<file path="config.mk">
export PLATFORM = sky130hd
export DESIGN_NAME = pbt_timers
export DESIGN_NICKNAME = d
export VERILOG_FILES = /design/src/pbt_pkg.sv /design/src/pbt_timers.sv
export SDC_FILE = /design/constraint.sdc
export NUM_CORES = 1
export LEC_CHECK = 0
export ABC_AREA = 1
export BUFFER_PORTS_ARGS = -buffer_cell sky130_fd_sc_hd__buf_2
export CORE_MARGIN = 8
export CORE_UTILIZATION = 34
export DETAILED_ROUTE_END_ITERATION = 16
export GPL_TIMING_DRIVEN = 0
export SYNTH_ARGS = -nofsm -noshare
export SYNTH_HDL_FRONTEND = slang
export SYNTH_SLANG_ARGS = --single-unit
export TNS_END_PERCENT = 5
</file>
<file path="constraint.sdc">
create_clock -name clk -period 2.35 [get_ports clk]
set_clock_uncertainty 0.1 [all_clocks]
set_input_delay 0.1175 -clock clk [delete_from_list [all_inputs] [get_ports clk]]
set_output_delay 0.1175 -clock clk [all_outputs]
set_load 0.05 [all_outputs]
</file>
<file path="src/pbt_pkg.sv">
// constants and types for the paired timer block
package pbt_pkg;

  // ===========================================
  // sizes
  localparam int NTMR = 4;
  localparam int CNT_W = 16;
  localparam int PRE_W = 8;
  localparam int ADDR_W = 12;

  // ===========================================
  // address fields
  localparam int GLOB_BIT = 8;
  localparam int TSEL_LSB = 6;
  localparam int RSEL_LSB = 4;
  localparam int OP_LSB = 2;
  localparam logic [2:0] HI_ZERO = 3'h0;
  localparam logic [1:0] REG_CTL = 2'h0;
  localparam logic [1:0] REG_CNT = 2'h1;
  localparam logic [1:0] REG_PER = 2'h2;
  localparam logic [1:0] GREG_STS = 2'h0;
  localparam logic [1:0] GREG_MSK = 2'h1;
  localparam logic [1:0] OP_WR = 2'h0;
  localparam logic [1:0] OP_CLR = 2'h1;
  localparam logic [1:0] OP_SET = 2'h2;

  // ===========================================
  // control fields
  localparam int CTL_ON = 15;
  localparam int CTL_SIDL = 13;
  localparam int CTL_GATE = 7;
  localparam int CTL_PS_LSB = 4;
  localparam int CTL_PAIR = 3;
  localparam int CTL_CS = 1;
  localparam logic [CNT_W-1:0] CTL_MASK_EVEN = 16'hA0FA;
  localparam logic [CNT_W-1:0] CTL_MASK_ODD = 16'hA0F2;
  localparam logic [CNT_W-1:0] CTL_RST = 16'h0000;
  localparam logic [CNT_W-1:0] CNT_RST = 16'h0000;
  localparam logic [CNT_W-1:0] PER_RST = 16'hFFFF;
  localparam logic [CNT_W-1:0] CNT_MAX = 16'hFFFF;
  localparam logic [1:0] HTRANS_NONSEQ = 2'h2;

  // ===========================================
  // types and helpers
  typedef enum logic {BUS_IDLE, BUS_READ} pbt_bus_e;

  function automatic logic [PRE_W-1:0] pbt_pre_lim(input logic [2:0] ps);
    case (ps)
      3'h0: pbt_pre_lim = 8'h00;
      3'h1: pbt_pre_lim = 8'h01;
      3'h2: pbt_pre_lim = 8'h03;
      3'h3: pbt_pre_lim = 8'h07;
      3'h4: pbt_pre_lim = 8'h0F;
      3'h5: pbt_pre_lim = 8'h1F;
      3'h6: pbt_pre_lim = 8'h3F;
      default: pbt_pre_lim = 8'hFF;
    endcase
  endfunction : pbt_pre_lim

  function automatic logic [CNT_W-1:0] pbt_apply(input logic [CNT_W-1:0] old,
      input logic [CNT_W-1:0] wd, input logic [1:0] op);
    case (op)
      OP_WR: pbt_apply = wd;
      OP_CLR: pbt_apply = old & ~wd;
      OP_SET: pbt_apply = old | wd;
      default: pbt_apply = old ^ wd;
    endcase
  endfunction : pbt_apply

endpackage : pbt_pkg

</file>
<file path="src/pbt_timers.sv">
// four paired 16/32-bit timers behind an ahb-lite slave
`timescale 1ns/1ns
// Function
// four independent 16-bit timers, interval or event counting, 16-bit by default
// modes: internal clock, gated internal clock, external clock counting
// timers two/three and four/five can join into 32-bit timers
// joined timers offer the same three modes
// control bit 3 set joins the pair, clear keeps two 16-bit timers
// pairing bit exists only on even timers
// control bit 1 picks external pin clock or internal clock
// in 32-bit mode the even control register governs the pair
// software clears the odd idle-stop bit to keep a pair running in idle
// each timer has a selectable prescaler before its counter
// timers keep counting in idle unless told to stop
// only timers two and three serve as capture/compare time base
// only timer three triggers the converter
// clear, set and invert aliases change bits in one write
// software avoids register access right after disabling at 1:1 divisor
// count steps per prescaled tick, wraps to zero at period, raises flag
// paired: even holds low half, odd high half, flag on odd
module pbt_timers #(
  parameter int NTMR = pbt_pkg::NTMR
) (
  input wire logic clk,
  input wire logic resetn,
  input wire logic hsel,
  input wire logic [31:0] haddr,
  input wire logic [1:0] htrans,
  input wire logic hwrite,
  input wire logic [2:0] hsize,
  input wire logic [31:0] hwdata,
  input wire logic hready,
  output logic hreadyout,
  output logic [31:0] hrdata,
  output logic hresp,
  input wire logic [NTMR-1:0] timer_ext_clock_pin,
  input wire logic cpu_idle,
  output logic irq,
  output logic adc_trigger,
  output logic [15:0] timebase_a,
  output logic [15:0] timebase_b
);

  localparam int CW = pbt_pkg::CNT_W;
  localparam int AW = pbt_pkg::ADDR_W;

  // ===========================================
  // bus slave
  pbt_pkg::pbt_bus_e bus_q;
  logic [AW-1:0] addr_q;
  logic wr_q;
  logic hreadyout_q;
  logic [31:0] hrdata_q;
  logic accept;
  logic glob;
  logic [1:0] tsel;
  logic [1:0] rsel;
  logic [1:0] aop;
  logic map_ok;
  logic [CW-1:0] wd;
  logic [31:0] rdata;

  wire [CW-1:0] ctl_v [NTMR];
  wire [CW-1:0] cnt_v [NTMR];
  wire [CW-1:0] per_v [NTMR];
  wire [NTMR-1:0] tick_v;
  wire [NTMR-1:0] fset;
  wire [NTMR-1:0] cwr_v;
  logic [NTMR-1:0] sts_q;
  logic [NTMR-1:0] msk_q;
  logic [NTMR-1:0] sts_d;
  logic sts_wr;
  logic msk_wr;
  logic irq_q;
  logic adc_q;

  assign accept = hsel & hready & (htrans == pbt_pkg::HTRANS_NONSEQ);
  assign glob = addr_q[pbt_pkg::GLOB_BIT];
  assign tsel = addr_q[pbt_pkg::TSEL_LSB +: 2];
  assign rsel = addr_q[pbt_pkg::RSEL_LSB +: 2];
  assign aop = addr_q[pbt_pkg::OP_LSB +: 2];
  assign wd = hwdata[CW-1:0];

  always_comb begin
    map_ok = (addr_q[AW-1:pbt_pkg::GLOB_BIT+1] == pbt_pkg::HI_ZERO);
    if (glob) begin
      map_ok = map_ok && (rsel <= pbt_pkg::GREG_MSK);
    end else begin
      map_ok = map_ok && (rsel <= pbt_pkg::REG_PER);
    end
  end

  always_ff @(posedge clk or negedge resetn) begin
    if (!resetn) begin
      wr_q <= 1'b0;
    end else begin
      wr_q <= accept & hwrite;
    end
  end

  always_ff @(posedge clk or negedge resetn) begin
    if (!resetn) begin
      addr_q <= '0;
    end else if (accept) begin
      addr_q <= haddr[AW-1:0];
    end
  end

  // one wait cycle per read so the data leaves from a flop
  always_ff @(posedge clk or negedge resetn) begin
    if (!resetn) begin
      bus_q <= pbt_pkg::BUS_IDLE;
    end else begin
      case (bus_q)
        pbt_pkg::BUS_IDLE: begin
          if (accept && !hwrite) begin
            bus_q <= pbt_pkg::BUS_READ;
          end
        end
        pbt_pkg::BUS_READ: begin
          bus_q <= pbt_pkg::BUS_IDLE;
        end
        default: begin
          bus_q <= pbt_pkg::BUS_IDLE;
        end
      endcase
    end
  end

  always_ff @(posedge clk or negedge resetn) begin
    if (!resetn) begin
      hreadyout_q <= 1'b1;
    end else begin
      hreadyout_q <= !(bus_q == pbt_pkg::BUS_IDLE && accept && !hwrite);
    end
  end

  always_ff @(posedge clk or negedge resetn) begin
    if (!resetn) begin
      hrdata_q <= '0;
    end else if (bus_q == pbt_pkg::BUS_READ) begin
      hrdata_q <= rdata;
    end
  end

  assign hreadyout = hreadyout_q;
  assign hrdata = hrdata_q;
  assign hresp = 1'b0;

  // ===========================================
  // read mux
  always_comb begin
    rdata = '0;
    if (map_ok) begin
      if (glob) begin
        if (rsel == pbt_pkg::GREG_STS) begin
          rdata[NTMR-1:0] = sts_q;
        end else begin
          rdata[NTMR-1:0] = msk_q;
        end
      end else begin
        case (rsel)
          pbt_pkg::REG_CTL: rdata[CW-1:0] = ctl_v[tsel];
          pbt_pkg::REG_CNT: rdata[CW-1:0] = cnt_v[tsel];
          default: rdata[CW-1:0] = per_v[tsel];
        endcase
      end
    end
  end

  // ===========================================
  // timers
  for (genvar gi = 0; gi < NTMR; gi++) begin : g_tmr
    localparam int E = gi - (gi % 2);
    localparam int O = E + 1;
    localparam logic [CW-1:0] WMASK =
        (gi % 2 == 0) ? pbt_pkg::CTL_MASK_EVEN : pbt_pkg::CTL_MASK_ODD;
    logic [CW-1:0] ctl_q;
    logic [CW-1:0] cnt_q;
    logic [CW-1:0] per_q;
    logic [pbt_pkg::PRE_W-1:0] pre_q;
    logic pin_prev_q;
    logic hit;
    logic pair;
    logic stop;
    logic en_in;
    logic step;
    logic wrap;
    logic inc;
    logic flag;
    logic pin_rise;
    logic cwr;

    assign hit = wr_q & map_ok & ~glob & (tsel == 2'(gi));
    assign pair = ctl_v[E][pbt_pkg::CTL_PAIR];
    assign cwr = hit && (rsel == pbt_pkg::REG_CNT);
    assign pin_rise = timer_ext_clock_pin[gi] & ~pin_prev_q;
    assign ctl_v[gi] = ctl_q;
    assign cnt_v[gi] = cnt_q;
    assign per_v[gi] = per_q;
    assign cwr_v[gi] = cwr;

    // ===========================================
    // clock select and gate
    always_comb begin
      // idle stop: a pair also halts if the odd idle-stop bit is left set
      stop = cpu_idle & (ctl_q[pbt_pkg::CTL_SIDL]
          | (pair & ctl_v[O][pbt_pkg::CTL_SIDL])); // see R11
      en_in = ctl_q[pbt_pkg::CTL_ON] & ~stop;
      if (ctl_q[pbt_pkg::CTL_CS]) begin
        en_in = en_in & pin_rise; // see R7
      end else if (ctl_q[pbt_pkg::CTL_GATE]) begin
        en_in = en_in & timer_ext_clock_pin[gi];
      end
    end

    // ===========================================
    // prescaler, >= so a smaller prescale chosen mid-count still ticks
    assign tick_v[gi] = en_in & (pre_q >= pbt_pkg::pbt_pre_lim(
        ctl_q[pbt_pkg::CTL_PS_LSB +: 3]));

    // ===========================================
    // step and wrap
    always_comb begin
      if (pair) begin
        // joined: even control drives both halves
        step = tick_v[E]; // see R8 see R4
        wrap = ({cnt_v[O], cnt_v[E]} == {per_v[O], per_v[E]});
        inc = (gi == E) ? 1'b1 : (cnt_v[E] == pbt_pkg::CNT_MAX);
        flag = (gi == O) & step & wrap & ~(cwr_v[E] | cwr_v[O]);
      end else begin
        step = tick_v[gi];
        wrap = (cnt_q == per_q);
        inc = 1'b1;
        flag = step & wrap & ~cwr;
      end
    end
    assign fset[gi] = flag;

    // ===========================================
    // registers
    always_ff @(posedge clk or negedge resetn) begin
      if (!resetn) begin
        pin_prev_q <= 1'b0;
      end else begin
        pin_prev_q <= timer_ext_clock_pin[gi];
      end
    end

    always_ff @(posedge clk or negedge resetn) begin
      if (!resetn) begin
        pre_q <= '0;
      end else if (!ctl_q[pbt_pkg::CTL_ON]) begin
        pre_q <= '0;
      end else if (en_in) begin
        pre_q <= tick_v[gi] ? '0 : pre_q + 1'b1;
      end
    end

    always_ff @(posedge clk or negedge resetn) begin
      if (!resetn) begin
        ctl_q <= pbt_pkg::CTL_RST;
      end else if (hit && rsel == pbt_pkg::REG_CTL) begin
        ctl_q <= pbt_pkg::pbt_apply(ctl_q, wd, aop) & WMASK; // see R14
      end
    end

    always_ff @(posedge clk or negedge resetn) begin
      if (!resetn) begin
        per_q <= pbt_pkg::PER_RST;
      end else if (hit && rsel == pbt_pkg::REG_PER) begin
        per_q <= pbt_pkg::pbt_apply(per_q, wd, aop);
      end
    end

    // a count write beats a tick, so no wrap and no flag then
    always_ff @(posedge clk or negedge resetn) begin
      if (!resetn) begin
        cnt_q <= pbt_pkg::CNT_RST;
      end else if (cwr) begin
        cnt_q <= pbt_pkg::pbt_apply(cnt_q, wd, aop);
      end else if (step) begin
        if (wrap) begin
          cnt_q <= pbt_pkg::CNT_RST;
        end else if (inc) begin
          cnt_q <= cnt_q + 1'b1;
        end
      end
    end
  end

  // ===========================================
  // interrupt status and mask
  assign sts_wr = wr_q && map_ok && glob && (rsel == pbt_pkg::GREG_STS);
  assign msk_wr = wr_q && map_ok && glob && (rsel == pbt_pkg::GREG_MSK);

  always_comb begin
    sts_d = sts_q;
    if (sts_wr) begin
      sts_d = sts_q & ~wd[NTMR-1:0];
    end
    sts_d = sts_d | fset;
  end

  always_ff @(posedge clk or negedge resetn) begin
    if (!resetn) begin
      sts_q <= '0;
    end else begin
      sts_q <= sts_d;
    end
  end

  always_ff @(posedge clk or negedge resetn) begin
    if (!resetn) begin
      msk_q <= '0;
    end else if (msk_wr) begin
      msk_q <= NTMR'(pbt_pkg::pbt_apply(CW'(msk_q), wd, aop));
    end
  end

  always_ff @(posedge clk or negedge resetn) begin
    if (!resetn) begin
      irq_q <= 1'b0;
    end else begin
      irq_q <= |(sts_q & msk_q);
    end
  end

  // one-cycle pulse, one clock after timer three's flag
  always_ff @(posedge clk or negedge resetn) begin
    if (!resetn) begin
      adc_q <= 1'b0;
    end else begin
      adc_q <= fset[1];
    end
  end

  assign irq = irq_q;
  assign adc_trigger = adc_q;
  assign timebase_a = cnt_v[0];
  assign timebase_b = cnt_v[1];

endmodule : pbt_timers

</file>
==> out/results.tsv <==
stage	metric	value	unit
cts	clock-pin slew on the worst setup and hold paths	0.07	ns
power_and_ir_drop	Cell Pwr Density	625.2	mW/mm^2
cts	clock buffer count from CTS	35	
sta	Max transition margin	-0.01572	
finish	footprint of the multi-input gates	0.01481	sq mm
sta	setup repair after global routing missed its margin	yes	
floorplan	starting utilization of the core area	0.3436	
synthesis	synthesized instance count	2955	
sta	upper clock frequency limit	418.2	MHz
synthesis	portion of the post-synthesis area used by sequential elements	0.2674	
cts	Clock Tree Root	clkbuf_16	
finish	filler cell count	6642	
route	post-detailed-route DRC marker count	0	
synthesis	most frequent cell after synthesis	nand2_1	
route	Routed wire per std cell	25.63	um
placed_design	Post-DP Area	0.02376	sq mm
sta	final slew viol count	50	
sta	Period Utilization, post-route	1.018	
floorplan	horizontal extent of the die	271.0	um
worst_setup_path	depth of the worst register-to-register path	9	
global_routing	first-pass GRT wire length	150800	um
placed_design	PortBufs	88	
floorplan	I/O Pins	147	
synthesis	post-synth cell types	47	
global_routing	via count of the first global-routing pass	21820	
synthesis	EDFF count, synth	0	
finish	Final Cell Area	0.02708	sq mm
sta	fin crit period	2.391	ns
sta	worst-case hold slack	0.002650	ns
finish	area overhead of the layout relative to synthesis	22.45	%
floorplan	die area	0.07345	sq mm
worst_setup_path	arrival time reported for the critical path endpoint	2.76	ns
worst_setup_path	category of the critical setup timing path	flop to flop	
synthesis	Post-Syn Area	0.02211	sq mm
synthesis	synthesis-stage register bit count	233	
power_and_ir_drop	maximum vdd ir drop	0.4369	mV
cts	H-Tree Depth	2	
cts	clock network latency to the later pin of the worst-skew pair	0.59	ns
sta	final count of negative-setup-slack endpoints	31	
synthesis	post-synth top area cell	ha_1	
outcome	violations in the final reports	capacitance limit, slew limit, setup timing	
worst_setup_path	type of origin of the critical path	flop	
synthesis	mean instance size in the synthesized netlist	7.483	sq um
finish	layout cell share with drive strength beyond 1	0.2053	
placed_design	half-perimeter wire length of the detailed placement result	74770	um
worst_setup_path	series of cell instances along the critical path	nand2_4 > clkinv_4 > a21oi_2 > inv_1 > clkbuf_4 > o221ai_1 > nand2_1 > nand2_1 > nand2_1	
flow_run	number of violations of the max-capacitance limit	2	
synthesis	ranking of synthesized cells by area	ha_1 (21%), dfrtp_1 (19%), nand2_1 (12%)	
synthesis	ys async rst share	1.000	
global_routing	initial antenna violation count	3	
route	via count of the routed design	23620	
synthesis	primary flip-flop cell chosen by synthesis mapping	dfrtp_1	
power_and_ir_drop	total power of the final layout	0.01693	W
global_routing	pin count of the biggest net entering global routing	106	
finish	Seq. cell area	0.005959	sq mm
placed_design	last weighted congestion value of the routability-driven placer	1.055	
sta	Worst-Margin Slew	1.522	ns
floorplan	number of rows in the core area	93	
cts	Clock Tree Buf Depth	3	
sta	number of hold violations in the final report	0	
route	DR iter-0 viols	3095	
power_and_ir_drop	standby leakage power	14.15	nW
route	sum of routed wire length over all layers	105500	um
worst_setup_path	delay of the slowest cell on the worst path	0.49	ns
outcome	result of the run	complete, but fails checks	
global_routing	residual overflow from global routing	0	
route	post-route antenna net violation count	0	
synthesis	count of warnings emitted by yosys	0	
sta	post-route setup slack	-0.04126	ns
cts	TritonCTS Sinks	233	
worst_hold_path	worst min path class	input port to async pin	
sta	sum of negative setup slack	-0.6138	ns
floorplan	core area	0.06435	sq mm
cts	CTS tree	built	
worst_setup_path	data required time of the critical path	2.72	ns
worst_setup_path	CP Max Fanout	10	
route	first drt pass iteration count	8	
route	mean number of vias per cell	5.737	
floorplan	die height	271.0	um
synthesis	top-area cell type share of the netlist area	0.2060	
finish	number of nets at the end of the flow	3675	
finish	post-layout util	0.4208	
global_routing	global-route usage over all layers	0.2736	
worst_setup_path	worst-path cell with the longest stage delay	dfrtp_2	
worst_setup_path	sort of element at the end of the critical path	flop	
synthesis	most numerous cell types in the synthesized netlist	nand2_1 (699), ha_1 (364), inv_1 (333), o21ai_0 (267), dfrtp_1 (168)	
worst_setup_path	CP most frequent cell	nand2_1	
[routing by layer]
layer	up-vias	GRT usage	routed length (um)
li1	10590	-	-
met1	11370	0.3509	42070
met2	1298	0.4035	44760
met3	368	0.06828	10780
met4	0	0.1812	7906
met5	-	0	0
[path summary, 6_finish.rpt]
check | start | endpoint | slack [ns]
max | addr_q[3]$_DFFE_PN0P_ | g_tmr[3].cnt_q[1]$_DFFE_PN0P_ | -0.04
min | resetn | g_tmr[2].cnt_q[1]$_DFFE_PN0P_ | 0.003
max reg2reg | addr_q[3]$_DFFE_PN0P_ | g_tmr[3].cnt_q[1]$_DFFE_PN0P_ | -0.04
max in group asynchronous | resetn | g_tmr[1].ctl_q[6]$_DFFE_PN0P_ | 1.05
min reg2reg | bus_q$_DFF_PN0_ | bus_q$_DFF_PN0_ | 0.39
min in group clk | hwdata[7] | g_tmr[0].per_q[7]$_DFFE_PN1P_ | 0
[flip-flops by register name, summed over array words and instances (netlist names), 4 cells and up]
signal,flops
g_tmr.per_q,64
g_tmr.pre_q,32
g_tmr.cnt_q,32
g_tmr.ctl_q,30
hrdata,16
timebase_a,16
timebase_b,16
addr_q,10
g_tmr.pin_prev_q,4
msk_q,4
sts_q,4
[through the flow]
stage / cells / worst slack [ns]
after floorplan: 2971 / 0.1702
after global placement: 3914 / -3.762
after detailed placement: 3916 / -1.192
after CTS: 4031 / -0.1162
after global routing: 4114 / -0.1692
final: 4117 / -0.04126
[report_power, final]
| part | leakage (nW) | internal (W) | switching, W | total, W |
|---|---|---|---|---|
| sequential | 2.47 | 0.00444 | 0.000500 | 0.00494 |
| clock | 0.578 | 0.00328 | 0.00223 | 0.00552 |
| combinational | 11.1 | 0.00179 | 0.00468 | 0.00648 |
[worst max-delay path, delay by kind of cell (launching register included)]
| family | cells | cell delay [ns] |
|---|---|---|
| and+or+nand+nor | 4 | 0.36 |
| DFF | 1 | 0.49 |
| AOI/OAI and AO/OA | 2 | 0.56 |
| buffers and inverters | 3 | 0.71 |
[layout make-up]
class,instances,share of cell area
Multi-Input combinational cell,2245,0.5471
Sequential cell,233,0.2201
Timing Repair Buffer,223,0.06340
Inverter,351,0.05180
Clock buffer,55,0.03997
Tap cell,855,0.03951
Buffer,143,0.03447
Clock inverter,9,0.003373
Antenna cell,3,0.0002773
[what timing repair did]
item | 4_1_cts | 5_1_grt
cloned | 0 | 5
hold endpoints to repair | 178 | 0
hold buffers | 23 | 0
pin swaps | 5 | 33
resized for setup | 163 | 180
setup endpoints to repair | 194 | 183
buffers inserted | 28 | 77
[cells by family (layout without fill, tap and decap cells)]
logic type	Yosys count	in the layout	synth area share
and+or+nand+nor	1131	1132	0.2171
AOI/OAI and AO/OA	661	661	0.1885
buffers and inverters	494	781	0.09280
adders and majority gates	364	364	0.2060
DFF	233	233	0.2674
xor gates and xnor gates	71	71	0.02812
other	1	20	0.0001696
[cell usage in the layout, fill, tap and decap left out, drive strengths merged, types with 4 or more instances in the layout]
master       synthesis  final
nand4               53     53
or2                 31     31
conb                 1     17
o211ai             107    107
o21ai              272    272
a22o                 9      9
o31ai               10     10
o21a                 4      4
nand2              713    714
clkinvlp             0     12
dfstp               65     65
buf                 72    265
dlygate4sd3          0     23
nor3                36     36
a21oi               87     87
inv                344    335
clkinv               7     12
nand3              131    131
nor2               163    163
dfrtp              168    168
a211oi               4      4
o2111ai              4      4
xor2                55     55
xnor2               16     16
o22ai               44     44
ha                 364    364
o221ai             109    109
clkbuf              71    133
Note: power is estimated with default switching activity, not from simulation.
